File: config.mk
export PLATFORM = sky130hd
export DESIGN_NAME = host_flow_status_signals
export DESIGN_NICKNAME = d
export VERILOG_FILES = /design/src/hdl/hop_flow_pkg.sv /design/src/hdl/hop_status_gen.sv /design/src/hdl/cts_flow_ctrl.sv /design/src/hdl/host_flow_status_signals.sv
export SDC_FILE = /design/constraint.sdc
export NUM_CORES = 1
export LEC_CHECK = 0
export BUFFER_PORTS_ARGS = -buffer_cell sky130_fd_sc_hd__buf_4
export CORE_MARGIN = 2
export CORE_UTILIZATION = 28
export CTS_CLUSTER_SIZE = 14
export DETAILED_ROUTE_END_ITERATION = 16
export MAX_ROUTING_LAYER = met4
export PLACE_DENSITY = 0.56
export SETUP_SLACK_MARGIN = 0.02
export SLEW_MARGIN = 0
export SYNTH_ARGS = -nofsm -noshare
export SYNTH_HDL_FRONTEND = slang
export SYNTH_SLANG_ARGS = --single-unit
File: constraint.sdc
create_clock -name sys_clk -period 2.19 [get_ports sys_clk]
set_input_delay 0.219 -clock sys_clk [delete_from_list [all_inputs] [get_ports sys_clk]]
set_output_delay 0.219 -clock sys_clk [all_outputs]
set_load 0.03 [all_outputs]
File: src/hdl/hop_flow_pkg.sv
// Operation
// - The hop-zero marker and ack flag act only while the status option is enabled.
// - When the radio hops to bin 0 the hop-zero marker is held low for that whole bin.
// - The marker falls on the hop frame falling edge starting bin 0 and rises on the next rise.
// - During every hop other than bin 0 the hop-zero marker stays high.
// - The status outputs are forced idle while line-emulation (modem) mode is selected.
// - The ack flag rests low and rises within 75 us of a valid RF acknowledgement.
// - A raised ack flag stays high until the rising hop frame edge ending the hop, then falls.
// - Clear-to-send is driven low while the device is ready to accept host serial data.
// - After going high, clear-to-send returns low once the buffer falls to the release level.
// - With host-hold enabled, a high request-to-send withholds serial output to the host.
// - Clear-to-send is driven high when the interface buffer is approaching full.
// - A high command-select input marks host bytes as data, a low one as commands.
package hop_flow_pkg;
   // Timing.
   localparam int CLK_PERIOD_NS    = 100;
   localparam int ACK_RISE_MAX_NS  = 75000;
   localparam int ACK_RISE_MAX_CYC = (ACK_RISE_MAX_NS / CLK_PERIOD_NS < 1) ? 1 :
                                     ACK_RISE_MAX_NS / CLK_PERIOD_NS;
   // Register byte offsets.
   localparam logic [7:0] ADDR_CTRL       = 8'h00;
   localparam logic [7:0] ADDR_CTS_ON     = 8'h04;
   localparam logic [7:0] ADDR_CTS_OFF    = 8'h08;
   localparam logic [7:0] ADDR_STATUS     = 8'h0c;
   localparam logic [7:0] ADDR_INT_STATUS = 8'h10;
   localparam logic [7:0] ADDR_INT_CLEAR  = 8'h14;
   localparam logic [7:0] ADDR_INT_ENABLE = 8'h18;
   // Control fields.
   localparam int CTRL_W          = 3;
   localparam int CTRL_STATUS_EN  = 0;
   localparam int CTRL_MODEM      = 1;
   localparam int CTRL_RTS_EN     = 2;
   localparam logic [2:0] CTRL_RST    = 3'h0;
   localparam logic [7:0] CTS_ON_RST  = 8'hc0;
   localparam logic [7:0] CTS_OFF_RST = 8'h40;
   // Status fields.
   localparam int STAT_LEVEL_LSB = 0;
   localparam int STAT_MARKER    = 8;
   localparam int STAT_ACK_FLAG  = 9;
   localparam int STAT_CTS       = 10;
   localparam int STAT_RTS       = 11;
   localparam int STAT_CMD_SEL   = 12;
   // Interrupt fields.
   localparam int INT_W    = 3;
   localparam int INT_ACK  = 0;
   localparam int INT_HOP0 = 1;
   localparam int INT_FULL = 2;
   localparam logic [2:0] INT_RST = 3'h0;

   typedef enum logic {cts_open, cts_held} cts_state_t;
endpackage : hop_flow_pkg

File: src/hdl/hop_status_gen.sv
`timescale 1ns/1ps
module hop_status_gen (
   // Clock and reset.
   input  wire logic sys_clk,
   input  wire logic rst,
   // Radio core.
   input  wire logic feature_en,
   input  wire logic hop_frame,
   input  wire logic bin_zero,
   input  wire logic rf_ack_valid,
   // Outputs.
   output logic      hop_zero_marker,
   output logic      rf_ack_flag,
   output logic      hop0_start
);
   logic frame_q, frame_d;
   logic marker_q, marker_d;
   logic flag_q, flag_d;
   logic fall, rise;

   ////////////////////////////////////////////////////////////////////////////
   always_comb begin
      fall     = frame_q & ~hop_frame;
      rise     = ~frame_q & hop_frame;
      frame_d  = hop_frame;
      marker_d = marker_q;
      flag_d   = flag_q;
      if (!feature_en) begin
         marker_d = 1'b1;
         flag_d   = 1'b0;
      end else begin
         if (fall && bin_zero) begin
            marker_d = 1'b0;
         end else if (rise) begin
            marker_d = 1'b1;
         end
         // A new acknowledgement outranks the hop end so it is never lost.
         if (rf_ack_valid) begin
            flag_d = 1'b1;
         end else if (rise) begin
            flag_d = 1'b0;
         end
      end
   end

   always_ff @(posedge sys_clk) begin
      if (rst) begin
         frame_q  <= 1'b0;
         marker_q <= 1'b1;
         flag_q   <= 1'b0;
      end else begin
         frame_q  <= frame_d;
         marker_q <= marker_d;
         flag_q   <= flag_d;
      end
   end

   assign hop_zero_marker = marker_q;
   assign rf_ack_flag     = flag_q;
   assign hop0_start      = feature_en & fall & bin_zero;

   ////////////////////////////////////////////////////////////////////////////
   marker_fall_a : assert property (
      @(posedge sys_clk) disable iff (rst)
      feature_en && frame_q && !hop_frame && bin_zero |=> !hop_zero_marker
   ) else $error("Marker did not fall at start of bin zero.");

   marker_cause_a : assert property (
      @(posedge sys_clk) disable iff (rst)
      $fell(hop_zero_marker) |-> $past(bin_zero) && $past(frame_q) && !$past(hop_frame)
   ) else $error("Marker fell outside a bin zero start.");

   marker_hold_a : assert property (
      @(posedge sys_clk) disable iff (rst)
      !hop_zero_marker && feature_en && !rise |=> !hop_zero_marker
   ) else $error("Marker rose before the bin ended.");

   flag_hold_a : assert property (
      @(posedge sys_clk) disable iff (rst)
      $fell(rf_ack_flag) |-> $past(rise) || !$past(feature_en)
   ) else $error("Ack flag fell without a hop end.");
endmodule : hop_status_gen

File: src/hdl/cts_flow_ctrl.sv
`timescale 1ns/1ps
module cts_flow_ctrl (
   // Clock and reset.
   input  wire logic       sys_clk,
   input  wire logic       rst,
   // Levels.
   input  wire logic [7:0] buf_count,
   input  wire logic [7:0] on_level,
   input  wire logic [7:0] off_level,
   // Outputs.
   output logic            host_cts,
   output logic            full_event
);
   hop_flow_pkg::cts_state_t state_q, state_d;

   ////////////////////////////////////////////////////////////////////////////
   always_comb begin
      state_d = state_q;
      unique case (state_q)
         hop_flow_pkg::cts_open: begin
            if (buf_count >= on_level) begin
               state_d = hop_flow_pkg::cts_held;
            end
         end
         hop_flow_pkg::cts_held: begin
            if (buf_count <= off_level) begin
               state_d = hop_flow_pkg::cts_open;
            end
         end
      endcase
   end

   always_ff @(posedge sys_clk) begin
      if (rst) begin
         state_q <= hop_flow_pkg::cts_open;
      end else begin
         state_q <= state_d;
      end
   end

   // Low means ready; the gap between the two levels keeps the line from chattering.
   assign host_cts   = (state_q == hop_flow_pkg::cts_held);
   assign full_event = (state_q == hop_flow_pkg::cts_open) &&
                       (state_d == hop_flow_pkg::cts_held);

   ////////////////////////////////////////////////////////////////////////////
   cts_raise_a : assert property (
      @(posedge sys_clk) disable iff (rst)
      !host_cts && buf_count >= on_level |=> host_cts
   ) else $error("CTS not raised at the high level.");

   cts_release_a : assert property (
      @(posedge sys_clk) disable iff (rst)
      host_cts && buf_count <= off_level |=> !host_cts
   ) else $error("CTS not released at the low level.");

   cts_stay_a : assert property (
      @(posedge sys_clk) disable iff (rst)
      !host_cts && buf_count < on_level |=> !host_cts
   ) else $error("CTS rose below the high level.");
endmodule : cts_flow_ctrl

File: src/hdl/host_flow_status_signals.sv
// Chosen here: the register offsets and register access over Wishbone.
`timescale 1ns/1ps
module host_flow_status_signals (
   // Clock and reset.
   input  wire logic        sys_clk,
   input  wire logic        rst,
   // Wishbone slave.
   input  wire logic        wb_cyc_i,
   input  wire logic        wb_stb_i,
   input  wire logic        wb_we_i,
   input  wire logic [7:0]  wb_adr_i,
   input  wire logic [3:0]  wb_sel_i,
   input  wire logic [31:0] wb_dat_i,
   output logic      [31:0] wb_dat_o,
   output logic             wb_ack_o,
   // Radio core.
   input  wire logic        hop_frame,
   input  wire logic        bin_zero,
   input  wire logic        rf_ack_valid,
   input  wire logic [7:0]  buf_count,
   // Host handshake.
   input  wire logic        host_rts,
   input  wire logic        host_cmd_sel,
   output logic             host_cts,
   output logic             host_tx_hold,
   output logic             host_data_mode,
   // Status pins.
   output logic             hop_zero_marker,
   output logic             rf_ack_flag,
   // Interrupt.
   output logic             irq
);
   localparam int ack_bound = hop_flow_pkg::ACK_RISE_MAX_CYC;

   logic [hop_flow_pkg::CTRL_W-1:0] ctrl_q, ctrl_d;
   logic [7:0]                      cts_on_q, cts_on_d;
   logic [7:0]                      cts_off_q, cts_off_d;
   logic [hop_flow_pkg::INT_W-1:0]  int_stat_q, int_stat_d;
   logic [hop_flow_pkg::INT_W-1:0]  int_en_q, int_en_d;
   logic [hop_flow_pkg::INT_W-1:0]  int_set;
   logic [hop_flow_pkg::INT_W-1:0]  int_clr;
   logic                            ack_q, ack_d;
   logic [31:0]                     rdata_q, rdata_d;
   logic [31:0]                     status_word;
   logic                            wr_en;
   logic                            feature_en;
   logic                            rf_ack_edge;
   logic                            hop0_start;
   logic                            full_event;
   logic                            ack_flag_w;

   ////////////////////////////////////////////////////////////////////////////
   // The status pins are meaningless in modem mode, so that mode overrides the option.
   assign feature_en = ctrl_q[hop_flow_pkg::CTRL_STATUS_EN] &
                       ~ctrl_q[hop_flow_pkg::CTRL_MODEM];

   hop_status_gen u_hop (
      .sys_clk         (sys_clk),
      .rst             (rst),
      .feature_en      (feature_en),
      .hop_frame       (hop_frame),
      .bin_zero        (bin_zero),
      .rf_ack_valid    (rf_ack_valid),
      .hop_zero_marker (hop_zero_marker),
      .rf_ack_flag     (ack_flag_w),
      .hop0_start      (hop0_start)
   );
   assign rf_ack_flag = ack_flag_w;

   cts_flow_ctrl u_cts (
      .sys_clk    (sys_clk),
      .rst        (rst),
      .buf_count  (buf_count),
      .on_level   (cts_on_q),
      .off_level  (cts_off_q),
      .host_cts   (host_cts),
      .full_event (full_event)
   );

   ////////////////////////////////////////////////////////////////////////////
   // Host side of the serial link.
   assign host_tx_hold   = ctrl_q[hop_flow_pkg::CTRL_RTS_EN] & host_rts;
   assign host_data_mode = host_cmd_sel;

   ////////////////////////////////////////////////////////////////////////////
   // Bus slave: every access is answered one cycle after it is seen, mapped or not.
   assign wr_en = wb_cyc_i & wb_stb_i & wb_we_i & ~ack_q & wb_sel_i[0];

   always_comb begin
      status_word = 32'h0000_0000;
      status_word[hop_flow_pkg::STAT_LEVEL_LSB +: 8] = buf_count;
      status_word[hop_flow_pkg::STAT_MARKER]   = hop_zero_marker;
      status_word[hop_flow_pkg::STAT_ACK_FLAG] = ack_flag_w;
      status_word[hop_flow_pkg::STAT_CTS]      = host_cts;
      status_word[hop_flow_pkg::STAT_RTS]      = host_rts;
      status_word[hop_flow_pkg::STAT_CMD_SEL]  = host_cmd_sel;
   end

   always_comb begin
      ack_d     = wb_cyc_i & wb_stb_i & ~ack_q;
      rdata_d   = 32'h0000_0000;
      ctrl_d    = ctrl_q;
      cts_on_d  = cts_on_q;
      cts_off_d = cts_off_q;
      int_en_d  = int_en_q;
      int_clr   = '0;
      if (ack_d && !wb_we_i) begin
         unique case (wb_adr_i)
            hop_flow_pkg::ADDR_CTRL:       rdata_d[hop_flow_pkg::CTRL_W-1:0] = ctrl_q;
            hop_flow_pkg::ADDR_CTS_ON:     rdata_d[7:0] = cts_on_q;
            hop_flow_pkg::ADDR_CTS_OFF:    rdata_d[7:0] = cts_off_q;
            hop_flow_pkg::ADDR_STATUS:     rdata_d = status_word;
            hop_flow_pkg::ADDR_INT_STATUS: rdata_d[hop_flow_pkg::INT_W-1:0] = int_stat_q;
            hop_flow_pkg::ADDR_INT_ENABLE: rdata_d[hop_flow_pkg::INT_W-1:0] = int_en_q;
            default:                       rdata_d = 32'h0000_0000;
         endcase
      end
      if (wr_en) begin
         unique case (wb_adr_i)
            hop_flow_pkg::ADDR_CTRL:       ctrl_d = wb_dat_i[hop_flow_pkg::CTRL_W-1:0];
            hop_flow_pkg::ADDR_CTS_ON:     cts_on_d = wb_dat_i[7:0];
            hop_flow_pkg::ADDR_CTS_OFF:    cts_off_d = wb_dat_i[7:0];
            hop_flow_pkg::ADDR_INT_CLEAR:  int_clr = wb_dat_i[hop_flow_pkg::INT_W-1:0];
            hop_flow_pkg::ADDR_INT_ENABLE: int_en_d = wb_dat_i[hop_flow_pkg::INT_W-1:0];
            default:                       ctrl_d = ctrl_q;
         endcase
      end
   end

   ////////////////////////////////////////////////////////////////////////////
   // Interrupt status: a new event in the clearing cycle survives the clear.
   assign rf_ack_edge = feature_en & rf_ack_valid;

   always_comb begin
      int_set = '0;
      int_set[hop_flow_pkg::INT_ACK]  = rf_ack_edge;
      int_set[hop_flow_pkg::INT_HOP0] = hop0_start;
      int_set[hop_flow_pkg::INT_FULL] = full_event;
      int_stat_d = (int_stat_q & ~int_clr) | int_set;
   end

   assign irq = |(int_stat_q & int_en_q);

   always_ff @(posedge sys_clk) begin
      if (rst) begin
         ctrl_q     <= hop_flow_pkg::CTRL_RST;
         cts_on_q   <= hop_flow_pkg::CTS_ON_RST;
         cts_off_q  <= hop_flow_pkg::CTS_OFF_RST;
         int_stat_q <= hop_flow_pkg::INT_RST;
         int_en_q   <= hop_flow_pkg::INT_RST;
         ack_q      <= 1'b0;
         rdata_q    <= 32'h0000_0000;
      end else begin
         ctrl_q     <= ctrl_d;
         cts_on_q   <= cts_on_d;
         cts_off_q  <= cts_off_d;
         int_stat_q <= int_stat_d;
         int_en_q   <= int_en_d;
         ack_q      <= ack_d;
         rdata_q    <= rdata_d;
      end
   end

   assign wb_ack_o = ack_q;
   assign wb_dat_o = rdata_q;

   ////////////////////////////////////////////////////////////////////////////
   ack_window_a : assert property (
      @(posedge sys_clk) disable iff (rst)
      feature_en && rf_ack_valid |-> ##[1:ack_bound] rf_ack_flag
   ) else $error("Ack flag late after a valid acknowledgement.");

   ack_rest_a : assert property (
      @(posedge sys_clk) disable iff (rst)
      $rose(rf_ack_flag) |-> $past(rf_ack_valid)
   ) else $error("Ack flag rose without an acknowledgement.");

   option_off_a : assert property (
      @(posedge sys_clk) disable iff (rst)
      !feature_en |=> hop_zero_marker && !rf_ack_flag
   ) else $error("Status pins active with the option off.");

   modem_block_a : assert property (
      @(posedge sys_clk) disable iff (rst)
      ctrl_q[hop_flow_pkg::CTRL_MODEM] |=> hop_zero_marker && !rf_ack_flag
   ) else $error("Status pins active in modem mode.");

   reset_idle_a : assert property (
      @(posedge sys_clk)
      $past(rst) && !rst |-> hop_zero_marker && !rf_ack_flag && !host_cts
   ) else $error("Outputs not idle after reset.");

   host_hold_a : assert property (
      @(posedge sys_clk) disable iff (rst)
      host_tx_hold == (host_rts && ctrl_q[hop_flow_pkg::CTRL_RTS_EN])
   ) else $error("Host hold does not follow request-to-send.");

   data_mode_a : assert property (
      @(posedge sys_clk) disable iff (rst)
      host_data_mode == host_cmd_sel
   ) else $error("Data mode does not follow command select.");

   bus_answer_a : assert property (
      @(posedge sys_clk) disable iff (rst)
      wb_cyc_i && wb_stb_i && !wb_ack_o |=> wb_ack_o ##1 !wb_ack_o
   ) else $error("Bus answer not a single cycle after request.");

   set_wins_a : assert property (
      @(posedge sys_clk) disable iff (rst)
      int_set[hop_flow_pkg::INT_ACK] |=> int_stat_q[hop_flow_pkg::INT_ACK]
   ) else $error("Interrupt event lost.");

   irq_level_a : assert property (
      @(posedge sys_clk) disable iff (rst)
      (|(int_set & int_en_d)) |=> irq
   ) else $error("Enabled interrupt event did not raise the output.");
endmodule : host_flow_status_signals

==> impl_metrics.json <==
{
  "drt_wl_total_um": 5480,
  "floorplan.initialDensity_pct": 28.6,
  "die-height_um": 95.2,
  "gr-usage-all-layers_pct": 12.4,
  "post-synth-top-area-fraction_pct": 37.0,
  "detail_route.drc_violations": 0,
  "period_share_pct": 82.6,
  "tritoncts": "built",
  "post_synth_edffs": 0,
  "rsz0062_at_grt": "false",
  "netlist_top_cells_area": "sky130_fd_sc_hd__dfxtp_1, sky130_fd_sc_hd__ha_1, sky130_fd_sc_hd__mux2i_1, sky130_fd_sc_hd__buf_4, sky130_fd_sc_hd__nor2_1",
  "max-clock-path-buffers": 2,
  "hold_path_class": "in2reg",
  "critPathArrivalTime_ns": 2.05,
  "post_cts.repair.setup_buffers": 0,
  "area_growth_syn_to_layout_pct": 22.0,
  "drt.antenna.violating_nets": 0,
  "syn_area_per_cell_sq_um": 8.88,
  "largest_net_degree_at_the_start_of_global_routing": 28,
  "period_needed_ns": 1.81,
  "rows": 33,
  "core_area_sq_mm": 0.00813,
  "drt-pass1-iter-count": 4,
  "clk_transition_reported_paths_ns": 0.09,
  "ios": 101,
  "postPlaceCellArea_sq_mm": 0.00275,
  "timing.critical_path.from_type": "flip-flop",
  "worst_voltage_drop_across_the_vdd_grid_mv": 0.195,
  "crit_path_end_kind": "flip-flop",
  "nNetsFinal": 395,
  "worst_slew_margin_rel_pct": 67.5,
  "drt_first_iter_violations": 119,
  "register_area_sq_um": 861,
  "synth.yosys.seq_area_share_pct": 37.0,
  "clkLatencyLatePin_ns": 0.30,
  "antenna_found_initial": 0,
  "grt_pass1_wl_um": 8310,
  "run_status": "completed",
  "fillerInstances": 849,
  "cts_made_buffers": 5,
  "gp_congestion": 0.904,
  "hold_slack_ns": 0.118,
  "finalMaxSlewViolations": 0,
  "maxClockFrequency_ghz": 0.553,
  "wire_per_inst_um": 12.9,
  "portBuffers": 54,
  "post_route_cells_drive_above_1_share_pct": 23.6,
  "cap_violations": 0,
  "cts.sink_count": 43,
  "die_area_sq_mm": 0.00906,
  "synth_area_leader": "sky130_fd_sc_hd__dfxtp_1",
  "first_global_vias": 1745,
  "finalSetupTns_ns": 0,
  "synth.distinct_cells": 45,
  "worst_slew_pin_slew_ns": 0.475,
  "post-dp-hpwl_um": 4200,
  "post_cts_resized": 0,
  "ys_dominant_reg_cell": "sky130_fd_sc_hd__dfxtp_1",
  "power-per-cell-area_mw_per_mm2": 534,
  "clk_root_buffer_cell": "sky130_fd_sc_hd__clkbuf_8",
  "ys_async_sr_fraction_pct": 0,
  "yosys_register_bits": 43,
  "syn_inst": 262,
  "final.setup_skew_ns": 0.0102,
  "cp.required_ns": 2.43,
  "grt_remaining_overflow": 0,
  "mappedNetlistArea_sq_mm": 0.00233,
  "die_w_um": 95.2,
  "timing.final.hold_violations": 0,
  "finish.instance_area_sq_mm": 0.00284,
  "holdBufCountCts": 0,
  "via_count": 1919,
  "yosys_warnings": 0,
  "critPathMaxFanout": 2,
  "path_class": "reg2reg",
  "leakagePower_nw": 1.31,
  "multi_input_comb_area_sq_mm": 0.00125,
  "cts.htree.levels": 2,
  "number_of_antenna_cells_inserted": 0,
  "post-layout-total-power_mw": 1.52,
  "setup_violations": 0,
  "drt-vias-per-instance": 4.54
}
area by class of cell:
type	instances	share of cell area, %
well taps	105	4.63
inverters	18	2.38
multi-input cells	191	44.1
flip-flops and latches	43	30.3
clock buffers	5	2.42
clock inverters	3	0.881
repair buffers	58	15.3
synth_stat cells, types with 3 or more instances:
cell and instances:
sky130_fd_sc_hd__a21oi_1 11, sky130_fd_sc_hd__a22oi_1 8, sky130_fd_sc_hd__a31oi_1 3, sky130_fd_sc_hd__and2_1 6, sky130_fd_sc_hd__buf_4 20, sky130_fd_sc_hd__buf_6 4, sky130_fd_sc_hd__clkbuf_1 3, sky130_fd_sc_hd__dfxtp_1 43
sky130_fd_sc_hd__ha_1 16, sky130_fd_sc_hd__inv_1 18, sky130_fd_sc_hd__mux2i_1 16, sky130_fd_sc_hd__nand2_1 21, sky130_fd_sc_hd__nand3_1 5, sky130_fd_sc_hd__nand4_1 3, sky130_fd_sc_hd__nor2_1 29, sky130_fd_sc_hd__nor2b_1 6
sky130_fd_sc_hd__nor3_1 7, sky130_fd_sc_hd__o21ai_0 10
critical path, stage by stage (launching register included):
cell                      delay [ns]
sky130_fd_sc_hd__dfxtp_1        0.34
sky130_fd_sc_hd__inv_1          0.06
sky130_fd_sc_hd__ha_1           0.29
sky130_fd_sc_hd__nand2_1        0.06
sky130_fd_sc_hd__or3_1          0.35
sky130_fd_sc_hd__o32ai_1        0.47
sky130_fd_sc_hd__o21a_1         0.19
routing by layer:
layer,vias to the layer above,part of all wire [%],GRT usage (%)
li1,980,-,-
met5,-,0,-
met1,866,45,15.4
met2,71,48,20.2
met4,0,0.51,3.62
met3,2,6.5,2.53
state kept, by name, summed over array words and instances (netlist names):
signal	cells
ctrl_q	3
cts_off_q	8
cts_on_q	8
int_en_q	3
int_stat_q	3
u_cts.host_cts	1
u_hop.frame_q	1
u_hop.hop_zero_marker	1
u_hop.rf_ack_flag	1
wb_ack_o	1
wb_dat_o	13
cells by family (layout without fill, tap and decap cells):
kind of cell	count (synthesis)	count (layout)	synth area share [%]
other	1	19	0.161
buffers and inverters	46	84	12.2
DFF	43	43	37.0
adders and majority gates	16	16	8.60
and+or+nand+nor	91	91	20.3
AOI/OAI and AO/OA	47	47	13.4
muxes	18	18	8.33
cell usage in the layout, fill, tap and decap left out, drive strengths merged, types with 2 or more instances in the layout:
master,Yosys,routed
nor2,29,29
a211oi,2,2
a32o,2,2
nand2,21,21
inv,18,18
o21a,2,2
a22oi,8,8
a31oi,3,3
buf,24,58
nor2b,6,6
and2,6,6
ha,16,16
nand4,3,3
a21oi,11,11
a22o,2,2
clkinv,0,2
o21ai,10,10
nor3b,2,2
nand3b,2,2
clkbuf,3,5
nor3,8,8
conb,1,19
dfxtp,43,43
mux2i,16,16
nand2b,2,2
nand3,6,6
path summary, 6_finish.rpt:
path	from	depth (start not counted)	to	slack, ns
worst min register to register	int_en_q[1]	2	wb_dat_o[1]	0.48
worst min-delay path	host_rts	2	wb_dat_o[11]	0.12
worst max-delay path	cts_on_q[7]	6	u_cts.host_cts	0.38
worst max register to register	cts_on_q[7]	6	u_cts.host_cts	0.38
per-stage QoR:
step,cells,utilization [%],setup slack [ns]
3_3_place_gp,415,33.8,0.340
2_1_floorplan,280,-,0.546
4_1_cts,423,34.9,0.378
6_report,423,34.9,0.382
5_1_grt,423,34.9,0.228
3_5_place_dp,415,33.8,0.344
power by group:
group          internal, mW  switching, mW
logic                0.0783          0.131
clock network         0.228          0.289
registers             0.786        0.00424
No activity file was read; power rests on OpenSTA's default activity.
